===== src/pkg/gpio_map.vh =====
`ifndef GPIO_MAP_VH
`define GPIO_MAP_VH

// Register kinds
`define GPIO_K_LVL  3'h0
`define GPIO_K_OUTV 3'h1
`define GPIO_K_DIR  3'h2
`define GPIO_K_FLG  3'h3
`define GPIO_K_POL  3'h4
`define GPIO_K_IEN  3'h5
`define GPIO_K_FSEL 3'h6
`define GPIO_K_PULL 3'h7

// Byte addresses, port 1
`define GPIO_P1_LVL  8'h20
`define GPIO_P1_OUTV 8'h21
`define GPIO_P1_DIR  8'h22
`define GPIO_P1_FLG  8'h23
`define GPIO_P1_POL  8'h24
`define GPIO_P1_IEN  8'h25
`define GPIO_P1_FSEL 8'h26
`define GPIO_P1_PULL 8'h27
// Port 2
`define GPIO_P2_LVL  8'h28
`define GPIO_P2_OUTV 8'h29
`define GPIO_P2_DIR  8'h2a
`define GPIO_P2_FLG  8'h2b
`define GPIO_P2_POL  8'h2c
`define GPIO_P2_IEN  8'h2d
`define GPIO_P2_FSEL 8'h2e
`define GPIO_P2_PULL 8'h2f
// Ports 3 to 6
`define GPIO_P3_LVL  8'h18
`define GPIO_P3_OUTV 8'h19
`define GPIO_P3_DIR  8'h1a
`define GPIO_P3_FSEL 8'h1b
`define GPIO_P3_PULL 8'h10
`define GPIO_P4_LVL  8'h1c
`define GPIO_P4_OUTV 8'h1d
`define GPIO_P4_DIR  8'h1e
`define GPIO_P4_FSEL 8'h1f
`define GPIO_P4_PULL 8'h11
`define GPIO_P5_LVL  8'h30
`define GPIO_P5_OUTV 8'h31
`define GPIO_P5_DIR  8'h32
`define GPIO_P5_FSEL 8'h33
`define GPIO_P5_PULL 8'h12
`define GPIO_P6_LVL  8'h34
`define GPIO_P6_OUTV 8'h35
`define GPIO_P6_DIR  8'h36
`define GPIO_P6_FSEL 8'h37
`define GPIO_P6_PULL 8'h13
// Ports 7/8 (low wide pair) and 9/10 (high wide pair)
`define GPIO_P7_LVL   8'h38
`define GPIO_P7_OUTV  8'h3a
`define GPIO_P7_DIR   8'h3c
`define GPIO_P7_FSEL  8'h3e
`define GPIO_P7_PULL  8'h14
`define GPIO_P8_LVL   8'h39
`define GPIO_P8_OUTV  8'h3b
`define GPIO_P8_DIR   8'h3d
`define GPIO_P8_FSEL  8'h3f
`define GPIO_P8_PULL  8'h15
`define GPIO_P9_LVL   8'h08
`define GPIO_P9_OUTV  8'h0a
`define GPIO_P9_DIR   8'h0c
`define GPIO_P9_FSEL  8'h0e
`define GPIO_P9_PULL  8'h16
`define GPIO_P10_LVL  8'h09
`define GPIO_P10_OUTV 8'h0b
`define GPIO_P10_DIR  8'h0d
`define GPIO_P10_FSEL 8'h0f
`define GPIO_P10_PULL 8'h17

// Reset values and edge-detect arm count
`define GPIO_RST_BYTE    8'h00
`define GPIO_RST_P2_FSEL 8'hc0
`define GPIO_ARM_CYCLES  2'h3

`endif


===== src/design/gpio_edge.v =====
`timescale 1ns/100ps
`include "gpio_map.vh"

module gpio_edge (
    input  wire       clk_i,
    input  wire       reset_i,
    input  wire [7:0] pin_i,
    input  wire [7:0] polarity_i,
    input  wire [7:0] func_sel_i,
    input  wire [7:0] irq_en_i,
    input  wire       global_irq_enable_i,
    input  wire       flag_we_i,
    input  wire [7:0] flag_wdata_i,
    output wire [7:0] flags_o,
    output wire       irq_o
);
    reg  [7:0] sync1_r;
    reg  [7:0] sync2_r;
    reg  [7:0] trig_prev_r;
    reg  [7:0] flags_r;
    reg  [1:0] arm_r;
    wire [7:0] trig;
    wire [7:0] set_ev;
    wire [7:0] flags_nxt;

    // Polarity folded into the level, so a polarity change acts as an edge
    assign trig      = sync2_r ^ polarity_i;
    // Held off until the chain is filled, avoids a false set after reset
    assign set_ev    = trig & ~trig_prev_r & ~func_sel_i
                       & {8{arm_r == `GPIO_ARM_CYCLES}};
    // Hardware set wins over a same-cycle software clear
    assign flags_nxt = (flag_we_i ? flag_wdata_i : flags_r) | set_ev;

    always @(posedge clk_i) begin
        if (reset_i) begin
            sync1_r     <= `GPIO_RST_BYTE;
            sync2_r     <= `GPIO_RST_BYTE;
            trig_prev_r <= `GPIO_RST_BYTE;
            flags_r     <= `GPIO_RST_BYTE;
            arm_r       <= 2'h0;
        end else begin
            sync1_r     <= pin_i;
            sync2_r     <= sync1_r;
            trig_prev_r <= trig;
            flags_r     <= flags_nxt;
            if (arm_r != `GPIO_ARM_CYCLES) begin
                arm_r <= arm_r + 2'h1;
            end
        end
    end

    assign flags_o = flags_r;
    // Level request, stays up while global enable is set and any enabled flag is pending
    assign irq_o   = global_irq_enable_i
                     & (|(flags_r & irq_en_i));

endmodule // gpio_edge


===== src/design/gpio_ports.v =====
`timescale 1ns/100ps
`include "gpio_map.vh"


module gpio_ports (
    input  wire        clk_i,
    input  wire        reset_i,
    input  wire [7:0]  addr_i,
    input  wire [15:0] wdata_i,
    input  wire        wr_i,
    input  wire        rd_i,
    input  wire        byte_i,
    output wire [15:0] rdata_o,
    input  wire        global_irq_enable_i,
    input  wire [79:0] pad_in_i,
    output wire [79:0] pad_out_o,
    output wire [79:0] pad_oe_n_o,
    output wire [79:0] pull_en_o,
    output wire [79:0] pull_up_o,
    input  wire [79:0] periph_out_i,
    output wire [79:0] periph_in_o,
    output wire        port1_irq_o,
    output wire        port2_irq_o
);
    // Decode: {hit, kind[2:0], port[3:0]}
    function [7:0] gpio_decode;
        input [7:0] a;
        begin
            case (a)
                `GPIO_P1_LVL:   gpio_decode = {1'b1, `GPIO_K_LVL,  4'h0};
                `GPIO_P1_OUTV:  gpio_decode = {1'b1, `GPIO_K_OUTV, 4'h0};
                `GPIO_P1_DIR:   gpio_decode = {1'b1, `GPIO_K_DIR,  4'h0};
                `GPIO_P1_FLG:   gpio_decode = {1'b1, `GPIO_K_FLG,  4'h0};
                `GPIO_P1_POL:   gpio_decode = {1'b1, `GPIO_K_POL,  4'h0};
                `GPIO_P1_IEN:   gpio_decode = {1'b1, `GPIO_K_IEN,  4'h0};
                `GPIO_P1_FSEL:  gpio_decode = {1'b1, `GPIO_K_FSEL, 4'h0};
                `GPIO_P1_PULL:  gpio_decode = {1'b1, `GPIO_K_PULL, 4'h0};
                `GPIO_P2_LVL:   gpio_decode = {1'b1, `GPIO_K_LVL,  4'h1};
                `GPIO_P2_OUTV:  gpio_decode = {1'b1, `GPIO_K_OUTV, 4'h1};
                `GPIO_P2_DIR:   gpio_decode = {1'b1, `GPIO_K_DIR,  4'h1};
                `GPIO_P2_FLG:   gpio_decode = {1'b1, `GPIO_K_FLG,  4'h1};
                `GPIO_P2_POL:   gpio_decode = {1'b1, `GPIO_K_POL,  4'h1};
                `GPIO_P2_IEN:   gpio_decode = {1'b1, `GPIO_K_IEN,  4'h1};
                `GPIO_P2_FSEL:  gpio_decode = {1'b1, `GPIO_K_FSEL, 4'h1};
                `GPIO_P2_PULL:  gpio_decode = {1'b1, `GPIO_K_PULL, 4'h1};
                `GPIO_P3_LVL:   gpio_decode = {1'b1, `GPIO_K_LVL,  4'h2};
                `GPIO_P3_OUTV:  gpio_decode = {1'b1, `GPIO_K_OUTV, 4'h2};
                `GPIO_P3_DIR:   gpio_decode = {1'b1, `GPIO_K_DIR,  4'h2};
                `GPIO_P3_FSEL:  gpio_decode = {1'b1, `GPIO_K_FSEL, 4'h2};
                `GPIO_P3_PULL:  gpio_decode = {1'b1, `GPIO_K_PULL, 4'h2};
                `GPIO_P4_LVL:   gpio_decode = {1'b1, `GPIO_K_LVL,  4'h3};
                `GPIO_P4_OUTV:  gpio_decode = {1'b1, `GPIO_K_OUTV, 4'h3};
                `GPIO_P4_DIR:   gpio_decode = {1'b1, `GPIO_K_DIR,  4'h3};
                `GPIO_P4_FSEL:  gpio_decode = {1'b1, `GPIO_K_FSEL, 4'h3};
                `GPIO_P4_PULL:  gpio_decode = {1'b1, `GPIO_K_PULL, 4'h3};
                `GPIO_P5_LVL:   gpio_decode = {1'b1, `GPIO_K_LVL,  4'h4};
                `GPIO_P5_OUTV:  gpio_decode = {1'b1, `GPIO_K_OUTV, 4'h4};
                `GPIO_P5_DIR:   gpio_decode = {1'b1, `GPIO_K_DIR,  4'h4};
                `GPIO_P5_FSEL:  gpio_decode = {1'b1, `GPIO_K_FSEL, 4'h4};
                `GPIO_P5_PULL:  gpio_decode = {1'b1, `GPIO_K_PULL, 4'h4};
                `GPIO_P6_LVL:   gpio_decode = {1'b1, `GPIO_K_LVL,  4'h5};
                `GPIO_P6_OUTV:  gpio_decode = {1'b1, `GPIO_K_OUTV, 4'h5};
                `GPIO_P6_DIR:   gpio_decode = {1'b1, `GPIO_K_DIR,  4'h5};
                `GPIO_P6_FSEL:  gpio_decode = {1'b1, `GPIO_K_FSEL, 4'h5};
                `GPIO_P6_PULL:  gpio_decode = {1'b1, `GPIO_K_PULL, 4'h5};
                `GPIO_P7_LVL:   gpio_decode = {1'b1, `GPIO_K_LVL,  4'h6};
                `GPIO_P7_OUTV:  gpio_decode = {1'b1, `GPIO_K_OUTV, 4'h6};
                `GPIO_P7_DIR:   gpio_decode = {1'b1, `GPIO_K_DIR,  4'h6};
                `GPIO_P7_FSEL:  gpio_decode = {1'b1, `GPIO_K_FSEL, 4'h6};
                `GPIO_P7_PULL:  gpio_decode = {1'b1, `GPIO_K_PULL, 4'h6};
                `GPIO_P8_LVL:   gpio_decode = {1'b1, `GPIO_K_LVL,  4'h7};
                `GPIO_P8_OUTV:  gpio_decode = {1'b1, `GPIO_K_OUTV, 4'h7};
                `GPIO_P8_DIR:   gpio_decode = {1'b1, `GPIO_K_DIR,  4'h7};
                `GPIO_P8_FSEL:  gpio_decode = {1'b1, `GPIO_K_FSEL, 4'h7};
                `GPIO_P8_PULL:  gpio_decode = {1'b1, `GPIO_K_PULL, 4'h7};
                `GPIO_P9_LVL:   gpio_decode = {1'b1, `GPIO_K_LVL,  4'h8};
                `GPIO_P9_OUTV:  gpio_decode = {1'b1, `GPIO_K_OUTV, 4'h8};
                `GPIO_P9_DIR:   gpio_decode = {1'b1, `GPIO_K_DIR,  4'h8};
                `GPIO_P9_FSEL:  gpio_decode = {1'b1, `GPIO_K_FSEL, 4'h8};
                `GPIO_P9_PULL:  gpio_decode = {1'b1, `GPIO_K_PULL, 4'h8};
                `GPIO_P10_LVL:  gpio_decode = {1'b1, `GPIO_K_LVL,  4'h9};
                `GPIO_P10_OUTV: gpio_decode = {1'b1, `GPIO_K_OUTV, 4'h9};
                `GPIO_P10_DIR:  gpio_decode = {1'b1, `GPIO_K_DIR,  4'h9};
                `GPIO_P10_FSEL: gpio_decode = {1'b1, `GPIO_K_FSEL, 4'h9};
                `GPIO_P10_PULL: gpio_decode = {1'b1, `GPIO_K_PULL, 4'h9};
                default:        gpio_decode = 8'h00;
            endcase
        end
    endfunction

    function gpio_hit;
        input [7:0] d;
        input [2:0] kind;
        input [3:0] port;
        begin
            gpio_hit = d[7] & (d[6:4] == kind) & (d[3:0] == port);
        end
    endfunction

    // Upper lane written last, so it wins if both lanes hit
    function [7:0] gpio_upd;
        input [7:0] cur;
        input       h0;
        input [7:0] d0;
        input       h1;
        input [7:0] d1;
        begin
            gpio_upd = h1 ? d1 : (h0 ? d0 : cur);
        end
    endfunction

    reg  [7:0]  out_r   [0:9];
    reg  [7:0]  dir_r   [0:9];
    reg  [7:0]  sel_r   [0:9];
    reg  [7:0]  pull_r  [0:9];
    reg  [7:0]  pol_r   [0:1];
    reg  [7:0]  ien_r   [0:1];
    reg  [15:0] rdata_r;
    reg  [79:0] pad_out_r;
    reg  [79:0] pad_oe_n_r;
    reg  [79:0] pull_en_r;
    reg  [79:0] pull_up_r;
    reg  [79:0] periph_in_r;
    reg  [79:0] out_f;
    reg  [79:0] dir_f;
    reg  [79:0] sel_f;
    reg  [79:0] pull_f;
    reg  [7:0]  rd_byte [0:1];
    reg  [7:0]  dsel;
    reg  [1:0]  flag_we;
    reg  [7:0]  flag_wd [0:1];
    wire [7:0]  flags   [0:1];
    wire [7:0]  lane0_addr;
    wire [7:0]  lane1_addr;
    wire [7:0]  dec0;
    wire [7:0]  dec1;
    wire        we0;
    wire        we1;
    integer     p;
    integer     l;
    integer     f;
    integer     q;

    // Byte access uses low lane only; word access spans an even/odd pair
    assign lane0_addr = byte_i ? addr_i : {addr_i[7:1], 1'b0};
    assign lane1_addr = {addr_i[7:1], 1'b1};
    assign dec0       = gpio_decode(lane0_addr);
    assign dec1       = gpio_decode(lane1_addr);
    assign we0        = wr_i;
    assign we1        = wr_i & ~byte_i;

    always @(posedge clk_i) begin
        if (reset_i) begin
            for (p = 0; p < 10; p = p + 1) begin
                out_r[p]  <= `GPIO_RST_BYTE;
                dir_r[p]  <= `GPIO_RST_BYTE;
                sel_r[p]  <= (p == 1) ? `GPIO_RST_P2_FSEL : `GPIO_RST_BYTE;
                pull_r[p] <= `GPIO_RST_BYTE;
            end
            for (p = 0; p < 2; p = p + 1) begin
                pol_r[p] <= `GPIO_RST_BYTE;
                ien_r[p] <= `GPIO_RST_BYTE;
            end
        end else begin
            // Input level has no store; writes to it fall through
            for (p = 0; p < 10; p = p + 1) begin
                out_r[p]  <= gpio_upd(out_r[p],
                    we0 & gpio_hit(dec0, `GPIO_K_OUTV, p[3:0]), wdata_i[7:0],
                    we1 & gpio_hit(dec1, `GPIO_K_OUTV, p[3:0]), wdata_i[15:8]);
                dir_r[p]  <= gpio_upd(dir_r[p],
                    we0 & gpio_hit(dec0, `GPIO_K_DIR, p[3:0]), wdata_i[7:0],
                    we1 & gpio_hit(dec1, `GPIO_K_DIR, p[3:0]), wdata_i[15:8]);
                sel_r[p]  <= gpio_upd(sel_r[p],
                    we0 & gpio_hit(dec0, `GPIO_K_FSEL, p[3:0]), wdata_i[7:0],
                    we1 & gpio_hit(dec1, `GPIO_K_FSEL, p[3:0]), wdata_i[15:8]);
                pull_r[p] <= gpio_upd(pull_r[p],
                    we0 & gpio_hit(dec0, `GPIO_K_PULL, p[3:0]), wdata_i[7:0],
                    we1 & gpio_hit(dec1, `GPIO_K_PULL, p[3:0]), wdata_i[15:8]);
            end
            for (p = 0; p < 2; p = p + 1) begin
                pol_r[p] <= gpio_upd(pol_r[p],
                    we0 & gpio_hit(dec0, `GPIO_K_POL, p[3:0]), wdata_i[7:0],
                    we1 & gpio_hit(dec1, `GPIO_K_POL, p[3:0]), wdata_i[15:8]);
                ien_r[p] <= gpio_upd(ien_r[p],
                    we0 & gpio_hit(dec0, `GPIO_K_IEN, p[3:0]), wdata_i[7:0],
                    we1 & gpio_hit(dec1, `GPIO_K_IEN, p[3:0]), wdata_i[15:8]);
            end
        end
    end

    // Flag write strobes for the two edge ports
    // Own loop index per process, a shared one would ping-pong the blocks
    always @* begin
        for (f = 0; f < 2; f = f + 1) begin
            flag_we[f] = (we0 & gpio_hit(dec0, `GPIO_K_FLG, f[3:0]))
                       | (we1 & gpio_hit(dec1, `GPIO_K_FLG, f[3:0]));
            flag_wd[f] = (we1 & gpio_hit(dec1, `GPIO_K_FLG, f[3:0]))
                       ? wdata_i[15:8] : wdata_i[7:0];
        end
    end

    // Read mux per lane; unmapped addresses read zero
    always @* begin
        for (l = 0; l < 2; l = l + 1) begin
            dsel       = (l == 0) ? dec0 : dec1;
            rd_byte[l] = 8'h00;
            if (dsel[7]) begin
                case (dsel[6:4])
                    `GPIO_K_LVL:  rd_byte[l] =
                        pad_in_i[{dsel[3:0], 3'h0} +: 8];
                    `GPIO_K_OUTV: rd_byte[l] = out_r[dsel[3:0]];
                    `GPIO_K_DIR:  rd_byte[l] = dir_r[dsel[3:0]];
                    `GPIO_K_FLG:  rd_byte[l] = flags[dsel[0]];
                    `GPIO_K_POL:  rd_byte[l] = pol_r[dsel[0]];
                    `GPIO_K_IEN:  rd_byte[l] = ien_r[dsel[0]];
                    `GPIO_K_FSEL: rd_byte[l] = sel_r[dsel[3:0]];
                    `GPIO_K_PULL: rd_byte[l] = pull_r[dsel[3:0]];
                    default:      rd_byte[l] = 8'h00;
                endcase
            end
        end
    end

    // Flatten per-port bytes into pin vectors
    always @* begin
        for (q = 0; q < 10; q = q + 1) begin
            out_f[q*8 +: 8]  = out_r[q];
            dir_f[q*8 +: 8]  = dir_r[q];
            sel_f[q*8 +: 8]  = sel_r[q];
            pull_f[q*8 +: 8] = pull_r[q];
        end
    end

    always @(posedge clk_i) begin
        if (reset_i) begin
            rdata_r     <= 16'h0000;
            pad_out_r   <= 80'h0;
            pad_oe_n_r  <= {80{1'b1}};
            pull_en_r   <= 80'h0;
            pull_up_r   <= 80'h0;
            periph_in_r <= 80'h0;
        end else begin
            // Word read returns both ports of a pair in one access
            if (rd_i) begin
                rdata_r <= {(byte_i ? 8'h00 : rd_byte[1]), rd_byte[0]};
            end
            // Function select chooses the source, never the direction
            pad_out_r  <= (sel_f & periph_out_i)
                        | (~sel_f & out_f);
            pad_oe_n_r <= ~dir_f;
            pull_en_r  <= pull_f;
            pull_up_r  <= out_f;
            // Latch keeps the last pin value once the peripheral lets go
            periph_in_r <= (sel_f & pad_in_i)
                         | (~sel_f & periph_in_r);
        end
    end

    // Pin loopback means output or direction writes can also set flags
    gpio_edge u_edge_p1 (
        .clk_i               (clk_i),
        .reset_i             (reset_i),
        .pin_i               (pad_in_i[7:0]),
        .polarity_i          (pol_r[0]),
        .func_sel_i          (sel_r[0]),
        .irq_en_i            (ien_r[0]),
        .global_irq_enable_i (global_irq_enable_i),
        .flag_we_i           (flag_we[0]),
        .flag_wdata_i        (flag_wd[0]),
        .flags_o             (flags[0]),
        .irq_o               (port1_irq_o)
    );

    gpio_edge u_edge_p2 (
        .clk_i               (clk_i),
        .reset_i             (reset_i),
        .pin_i               (pad_in_i[15:8]),
        .polarity_i          (pol_r[1]),
        .func_sel_i          (sel_r[1]),
        .irq_en_i            (ien_r[1]),
        .global_irq_enable_i (global_irq_enable_i),
        .flag_we_i           (flag_we[1]),
        .flag_wdata_i        (flag_wd[1]),
        .flags_o             (flags[1]),
        .irq_o               (port2_irq_o)
    );

    assign rdata_o     = rdata_r;
    assign pad_out_o   = pad_out_r;
    assign pad_oe_n_o  = pad_oe_n_r;
    assign pull_en_o   = pull_en_r;
    assign pull_up_o   = pull_up_r;
    assign periph_in_o = periph_in_r;

endmodule // gpio_ports


===== config.mk =====
export PLATFORM = sky130hd
export DESIGN_NAME = gpio_ports
export DESIGN_NICKNAME = d
export VERILOG_FILES = /design/src/design/gpio_edge.v /design/src/design/gpio_ports.v
export VERILOG_INCLUDE_DIRS = /design/src /design/src/pkg
export SDC_FILE = /design/constraint.sdc
export NUM_CORES = 2
export LEC_CHECK = 0
export BUFFER_PORTS_ARGS = -buffer_cell sky130_fd_sc_hd__buf_2
export CORE_UTILIZATION = 57
export DETAILED_ROUTE_END_ITERATION = 7
export PLACE_DENSITY_LB_ADDON = 0.15
export RECOVER_POWER = 50
export SLEW_MARGIN = 20
export SYNTH_ARGS = -nofsm -noshare
export SYNTH_HDL_FRONTEND = slang
export SYNTH_SLANG_ARGS = --single-unit

===== constraint.sdc =====
create_clock -name clk_i -period 4.36 [get_ports clk_i]
set_input_delay 1.308 -clock clk_i [delete_from_list [all_inputs] [get_ports clk_i]]
set_output_delay 1.308 -clock clk_i [all_outputs]
set_load 0.05 [all_outputs]

# Yosys cells after proc, flatten, opt, wreduce, memory -nomap -nowiden
# Memories as Yosys holds them, arrays and structs flattened.
# Cells that the tools add are included.
# classes
addsub,2
order_cmp,2
eq_ne,36
n_shift,2
mux,153
n_bitwise,274
reduce_logical,8
# op_table
cell,n
8-bit two-way mux,147
80-bit bitwise AND,4
1-bit bitwise AND,201
80-bit inverter,2
80-bit bitwise OR,2
80-bit by 8-bit indexed part select with 8-bit output,2
8-bit case mux with 8 select lines,2
8-bit bitwise AND,8
1-bit bitwise OR,46
"4-bit by 3-bit equality test with 1-bit output, second input constant",8
8-bit inverter,4
"3-bit equality test, second input constant",8
"4-bit by 2-bit equality test with 1-bit output, second input constant",4
"4-bit equality test, second input constant",4
8-bit bitwise OR,2
8-bit OR reduction,2
8-bit XOR,2
"3-bit by 2-bit equality test with 1-bit output, second input constant",4
"4-bit by 1-bit equality test with 1-bit output, second input constant",2
4-bit zero test,2
"3-bit by 1-bit equality test with 1-bit output, second input constant",2
3-bit zero test,2
"2-bit by 1-bit adder with 2-bit output, second input constant",2
"2-bit equality test, second input constant",2
other kinds (6),13
# word_totals
ff_bits,484
mem_bits_rw,352
romBits,1024
input_bits,190
output_inout_bits,418
mem_count,8
# mem_list
name,words,width,read_ports,rd_clocked_by_memory_dff,wr,line,rtl
(name not given),64,8,1,0,0,gpio_ports.v:29,case (a)
(name not given),64,8,1,0,0,gpio_ports.v:29,
dir_r,10,8,12,0,10,gpio_ports.v:113,reg [7:0] dir_r [0:9];
out_r,10,8,12,0,10,gpio_ports.v:112,reg [7:0] out_r [0:9];
pull_r,10,8,12,0,10,gpio_ports.v:115,reg [7:0] pull_r [0:9];
sel_r,10,8,12,0,10,gpio_ports.v:114,reg [7:0] sel_r [0:9];
2 more memories,n/a,n/a,n/a,n/a,n/a,n/a,

# Depth between registers and ports, before layout
# An unclocked memory read counts as a cell.
# depth
word_depth,10
mapped_depth,15
depth_no_buf,10

# Hierarchy
# A second synthesis with hierarchy kept.
# hier_totals
cells_unflattened,4219
area_unflattened_um2,36930.4
# modules_own_cells
mod,instances,cells_per_inst,area_each_um2
gpio_ports,1,3993,34528.1
gpio_edge,2,113,1201.2

# Worst setup path after synthesis
# OpenSTA, ideal clock, no wires.
# synth_path
path_kind,input to register
startpoint,input addr_i[3]
endpoint,"register rdata_r[6], in the netlist rdata_o[6]"
setup_time_ns,0.134
arrival_ns,3.575
required_time_ns,4.226
setup_slack_ns,0.650
path_stages,11
path_cell_list,buf_2 > buf_6 > and3_1 > or4_4 > nand3_1 > a211o_1 > buf_4 > a21oi_1 > or4_1 > a2111oi_0 > a211oi_1
# synth_between
elab_chain_len,8
# synth_rtl
element,line,rtl
"start, declared",gpio_ports.v:8,"input wire [7:0] addr_i,"
memory read 64 x 8 bit *,n/a,
8-bit two-way mux *,gpio_ports.v:29,
branches (longest 5 deep; another with 80-bit by 8-bit indexed part select with 8-bit output),n/a,
8-bit two-way mux *,gpio_ports.v:207,if (dsel[7]) begin
"end signal, assigned",gpio_ports.v:245,"rdata_r <= {(byte_i ? 8'h00 : rd_byte[1]), rd_byte[0]};"
"end, declared",gpio_ports.v:118,reg [15:0] rdata_r;
# Mark *: on every way between the ends. The select of a mux whose other input is x is not followed.
# A chain may end at the register's enable or synchronous reset.

# Worst setup path after layout
# layout_path
startpoint,input addr_i[2]
endpoint,"register rdata_r[4], in the netlist rdata_o[4]"
# The elaborated chain is that of the path after synthesis.

==> out/results.tsv <==
metric	value	unit
status	complete, but fails checks	
violated checks	max-capacitance violations, max-slew violations	
die height	257	µm
reg2reg path depth	8	
Post-Synth XOR/XNOR Area	0.00450	
Setup crit start	addr_i[2]	
min cycle time layout	4.02	ns
Final Cycle Share	0.923	
routability cong.	1.12	
CTS Sinks	836	
# hold bufs at CTS	0	
vias in the first global route	36000	
drt wl/cell	31.1	µm
grt ovf	0	
CORE AREA	0.0635	mm²
Num CTS Buffers	83	
antenna violations before repair	3	
# resized after CTS	0	
simple-gate portion of the synthesized area	0.223	
Post-CTS Setup Bufs	0	
Core Util, Final	0.707	
FFs w/ async S/R, synth	0	
# nets final	5062	
synth warn	0	
I/O Pins	608	
EDFF count, synth	0	
post-synthesis cell count	4269	
final hold violation count	0	
min-delay worst type	reg2reg	
Clock Path Buffers	3	
Worst slew margin	-0.320	
Max Cap Violations	2	
layout cells sized above 1	0.188	
P&R area growth vs syn	21.6	%
Post-DP HPWL	129	mm
Buffers & Inverters on Critical Path	3	
Fmax	248	MHz
mux share of post-synthesis cell area	0.112	
syn_area_per_cell	8.65	µm²
crit-path leading delay family	simple AND/OR/NAND/NOR gates	
clock latency at the later pin of the worst-skew pair	0.65	ns
largest net degree at the start of global routing	149	
placed cell area	0.0423	mm²
r2r endpoint	rdata_o[4]	
PwrDens	378	mW/mm²
final-report max-slew violation count	169	
Routed Antenna Nets	0	
Area contributors post-synth	dfxtp_1, mux2i_1, nand2_1	
post-layout worst setup margin	0.336	ns
first-pass GRT wire length	253	mm
maximum VDD drop	0.433	mV
Compound-Gate Fraction of Synth Area	0.161	
pre-CTS setup slack	-0.138	ns
Initial DRT Pass Iterations	7	
Worst Max-Slew Pin Slew	1.98	ns
All-Layer GR Usage	0.525	
commonest non-fill, non-tap cell in the layout	dfxtp_1	
CP Cell Sequence	buf_2, inv_1, ha_1, and3_1, or4_4, nand2_1, nand4_1, buf_4, nor4_1, nand3_1, and4_1, a311oi_1	
CP peak stage delay	0.63	ns
largest family of logic cells by synthesized area	simple AND/OR/NAND/NOR gates	
Residual DRC	0	
die area	0.0658	mm²
routed wire length	180	mm
Worst path depth	12	
PortBufs	607	
Yosys top cell by area	dfxtp_1	
crit-path max FO	10	
CP max stage cell	nor4_1	
final setup TNS	0	ns
post-synth top area share	0.453	
RR Startpoint	sel_r[0][4]	
starting DRC count in detailed routing	6451	
via-per-instance ratio	6.75	
CTS tree	built	
flops & latches, synth	836	
synthesized area	0.0369	mm²
Crit. End Element	flop	
Final Cell Area	0.0449	mm²
clock transition at the registers of the reported paths	0.07	ns
Cell variety after synth	89	
Syn Nets	4463	
CTS root buffer	clkbuf_16	
H-tree depth	3	
worst path required time	4.92	ns
Clock Skew	0.0272	ns
# rows	92	
Die Wd	257	µm
crit path kind	in2reg	
final setup violation count	0	
initial core utilization	0.581	
CP Launch Type	input pin	
crit path to	rdata_o[4]	
reg2reg setup slack	1.70	ns
Most used DFF post-synth	dfxtp_1	
worst hold start	dir_r[8][4]	
most frequent cells in the layout	dfxtp_1, nand2_1, buf_2	
leakage power	17.6	nW
RSZ-0062 raised after global routing	false	
area share of fa/ha/maj cells after synthesis	0.00135	
crit path DAT	4.58	ns
Seq/Total Area, Yosys	0.453	
Power, Total	17.0	mW
Vias	39000	
## power by group
| group | internal [mW] | switching, mW |
|---|---|---|
| clock | 4.55 | 3.14 |
| combinational | 0.480 | 1.08 |
| sequential | 7.68 | 0.0429 |
| total | 12.7 | 4.26 |
## worst reg2reg max path: stages, from the launching register on
cell and delay [ns]:
dfxtp_1 0.30, buf_4 0.24, o21ai_0 0.14, a31oi_1 0.33
a211oi_1 0.17, nor4_1 0.61, nand3_1 0.26, and4_1 0.26
a311oi_1 0.25
## worst min-delay path by stage
stage                          end  depth (start not counted)
detailed placement  pad_oe_n_o[17]                          1
CTS                 pad_oe_n_o[69]                          1
global route        pad_oe_n_o[69]                          1
global placement    pad_oe_n_o[68]                          1
finish              pad_oe_n_o[68]                          1
floorplan           pad_oe_n_o[31]                          1
## metrics by stage
step | hold slack (ns) | std cells
finish | 0.417 | 5780
global route | 0.427 | 5779
CTS | 0.416 | 5778
detailed placement | 0.399 | 5629
global placement | 0.398 | 5629
floorplan | 0.380 | 4269
## synthesized netlist by cell type (17+ instances only)
library cell	instances
dfxtp_1	836
nand2_1	644
nor2_1	404
mux2i_1	374
nand3_1	269
a21oi_1	243
clkbuf_1	224
nor2b_1	204
buf_2	102
nand2b_1	93
a211oi_1	68
o21ai_0	65
a311oi_1	63
a31oi_1	49
buf_1	46
o221ai_1	44
nor3_1	40
o2bb2ai_1	40
a221oi_1	37
a22oi_1	37
o22ai_1	27
o22a_1	25
and3_1	20
nor4_1	18
a22o_1	17
mux4_2	17
## layer usage
layer | part of all wire | vias up | GRT usage
met3 | 0.14 | 1026 | 0.159
met5 | 0.00018 | - | 0
met2 | 0.41 | 3415 | 0.771
li1 | - | 16300 | -
met1 | 0.34 | 18300 | 0.638
met4 | 0.10 | 4 | 0.421
## registers in the layout, indices dropped and copies added (netlist names), 16 cells and up, named ones only
register	count
pull_en_o	80
pad_oe_n_o	80
out_r	80
rdata_o	16
pol_r	16
pull_r	80
pad_out_o	80
dir_r	80
ien_r	16
pull_up_o	80
sel_r	80
## final cells by class
type	count	area, µm²
Tap cell	846	1060
Clock inverter	35	551
Multi-Input combinational cell	3037	18600
Antenna cell	2	5.00
Inverter	8	30.0
Clock buffer	114	2380
Timing Repair Buffer	902	5560
Sequential cell	836	16700
Fill cell	4762	18600
## kinds of logic (layout without fill, tap and decap cells)
group	Yosys count	after routing
DFF	836	836
muxes	392	392
adders and majority gates	4	4
xor gates and xnor gates	19	19
and+or+nand+nor	1774	1774
buffers and inverters	396	1059
other	0	2
AOI/OAI and AO/OA	848	848
Power figures use the tool's default switching activity.
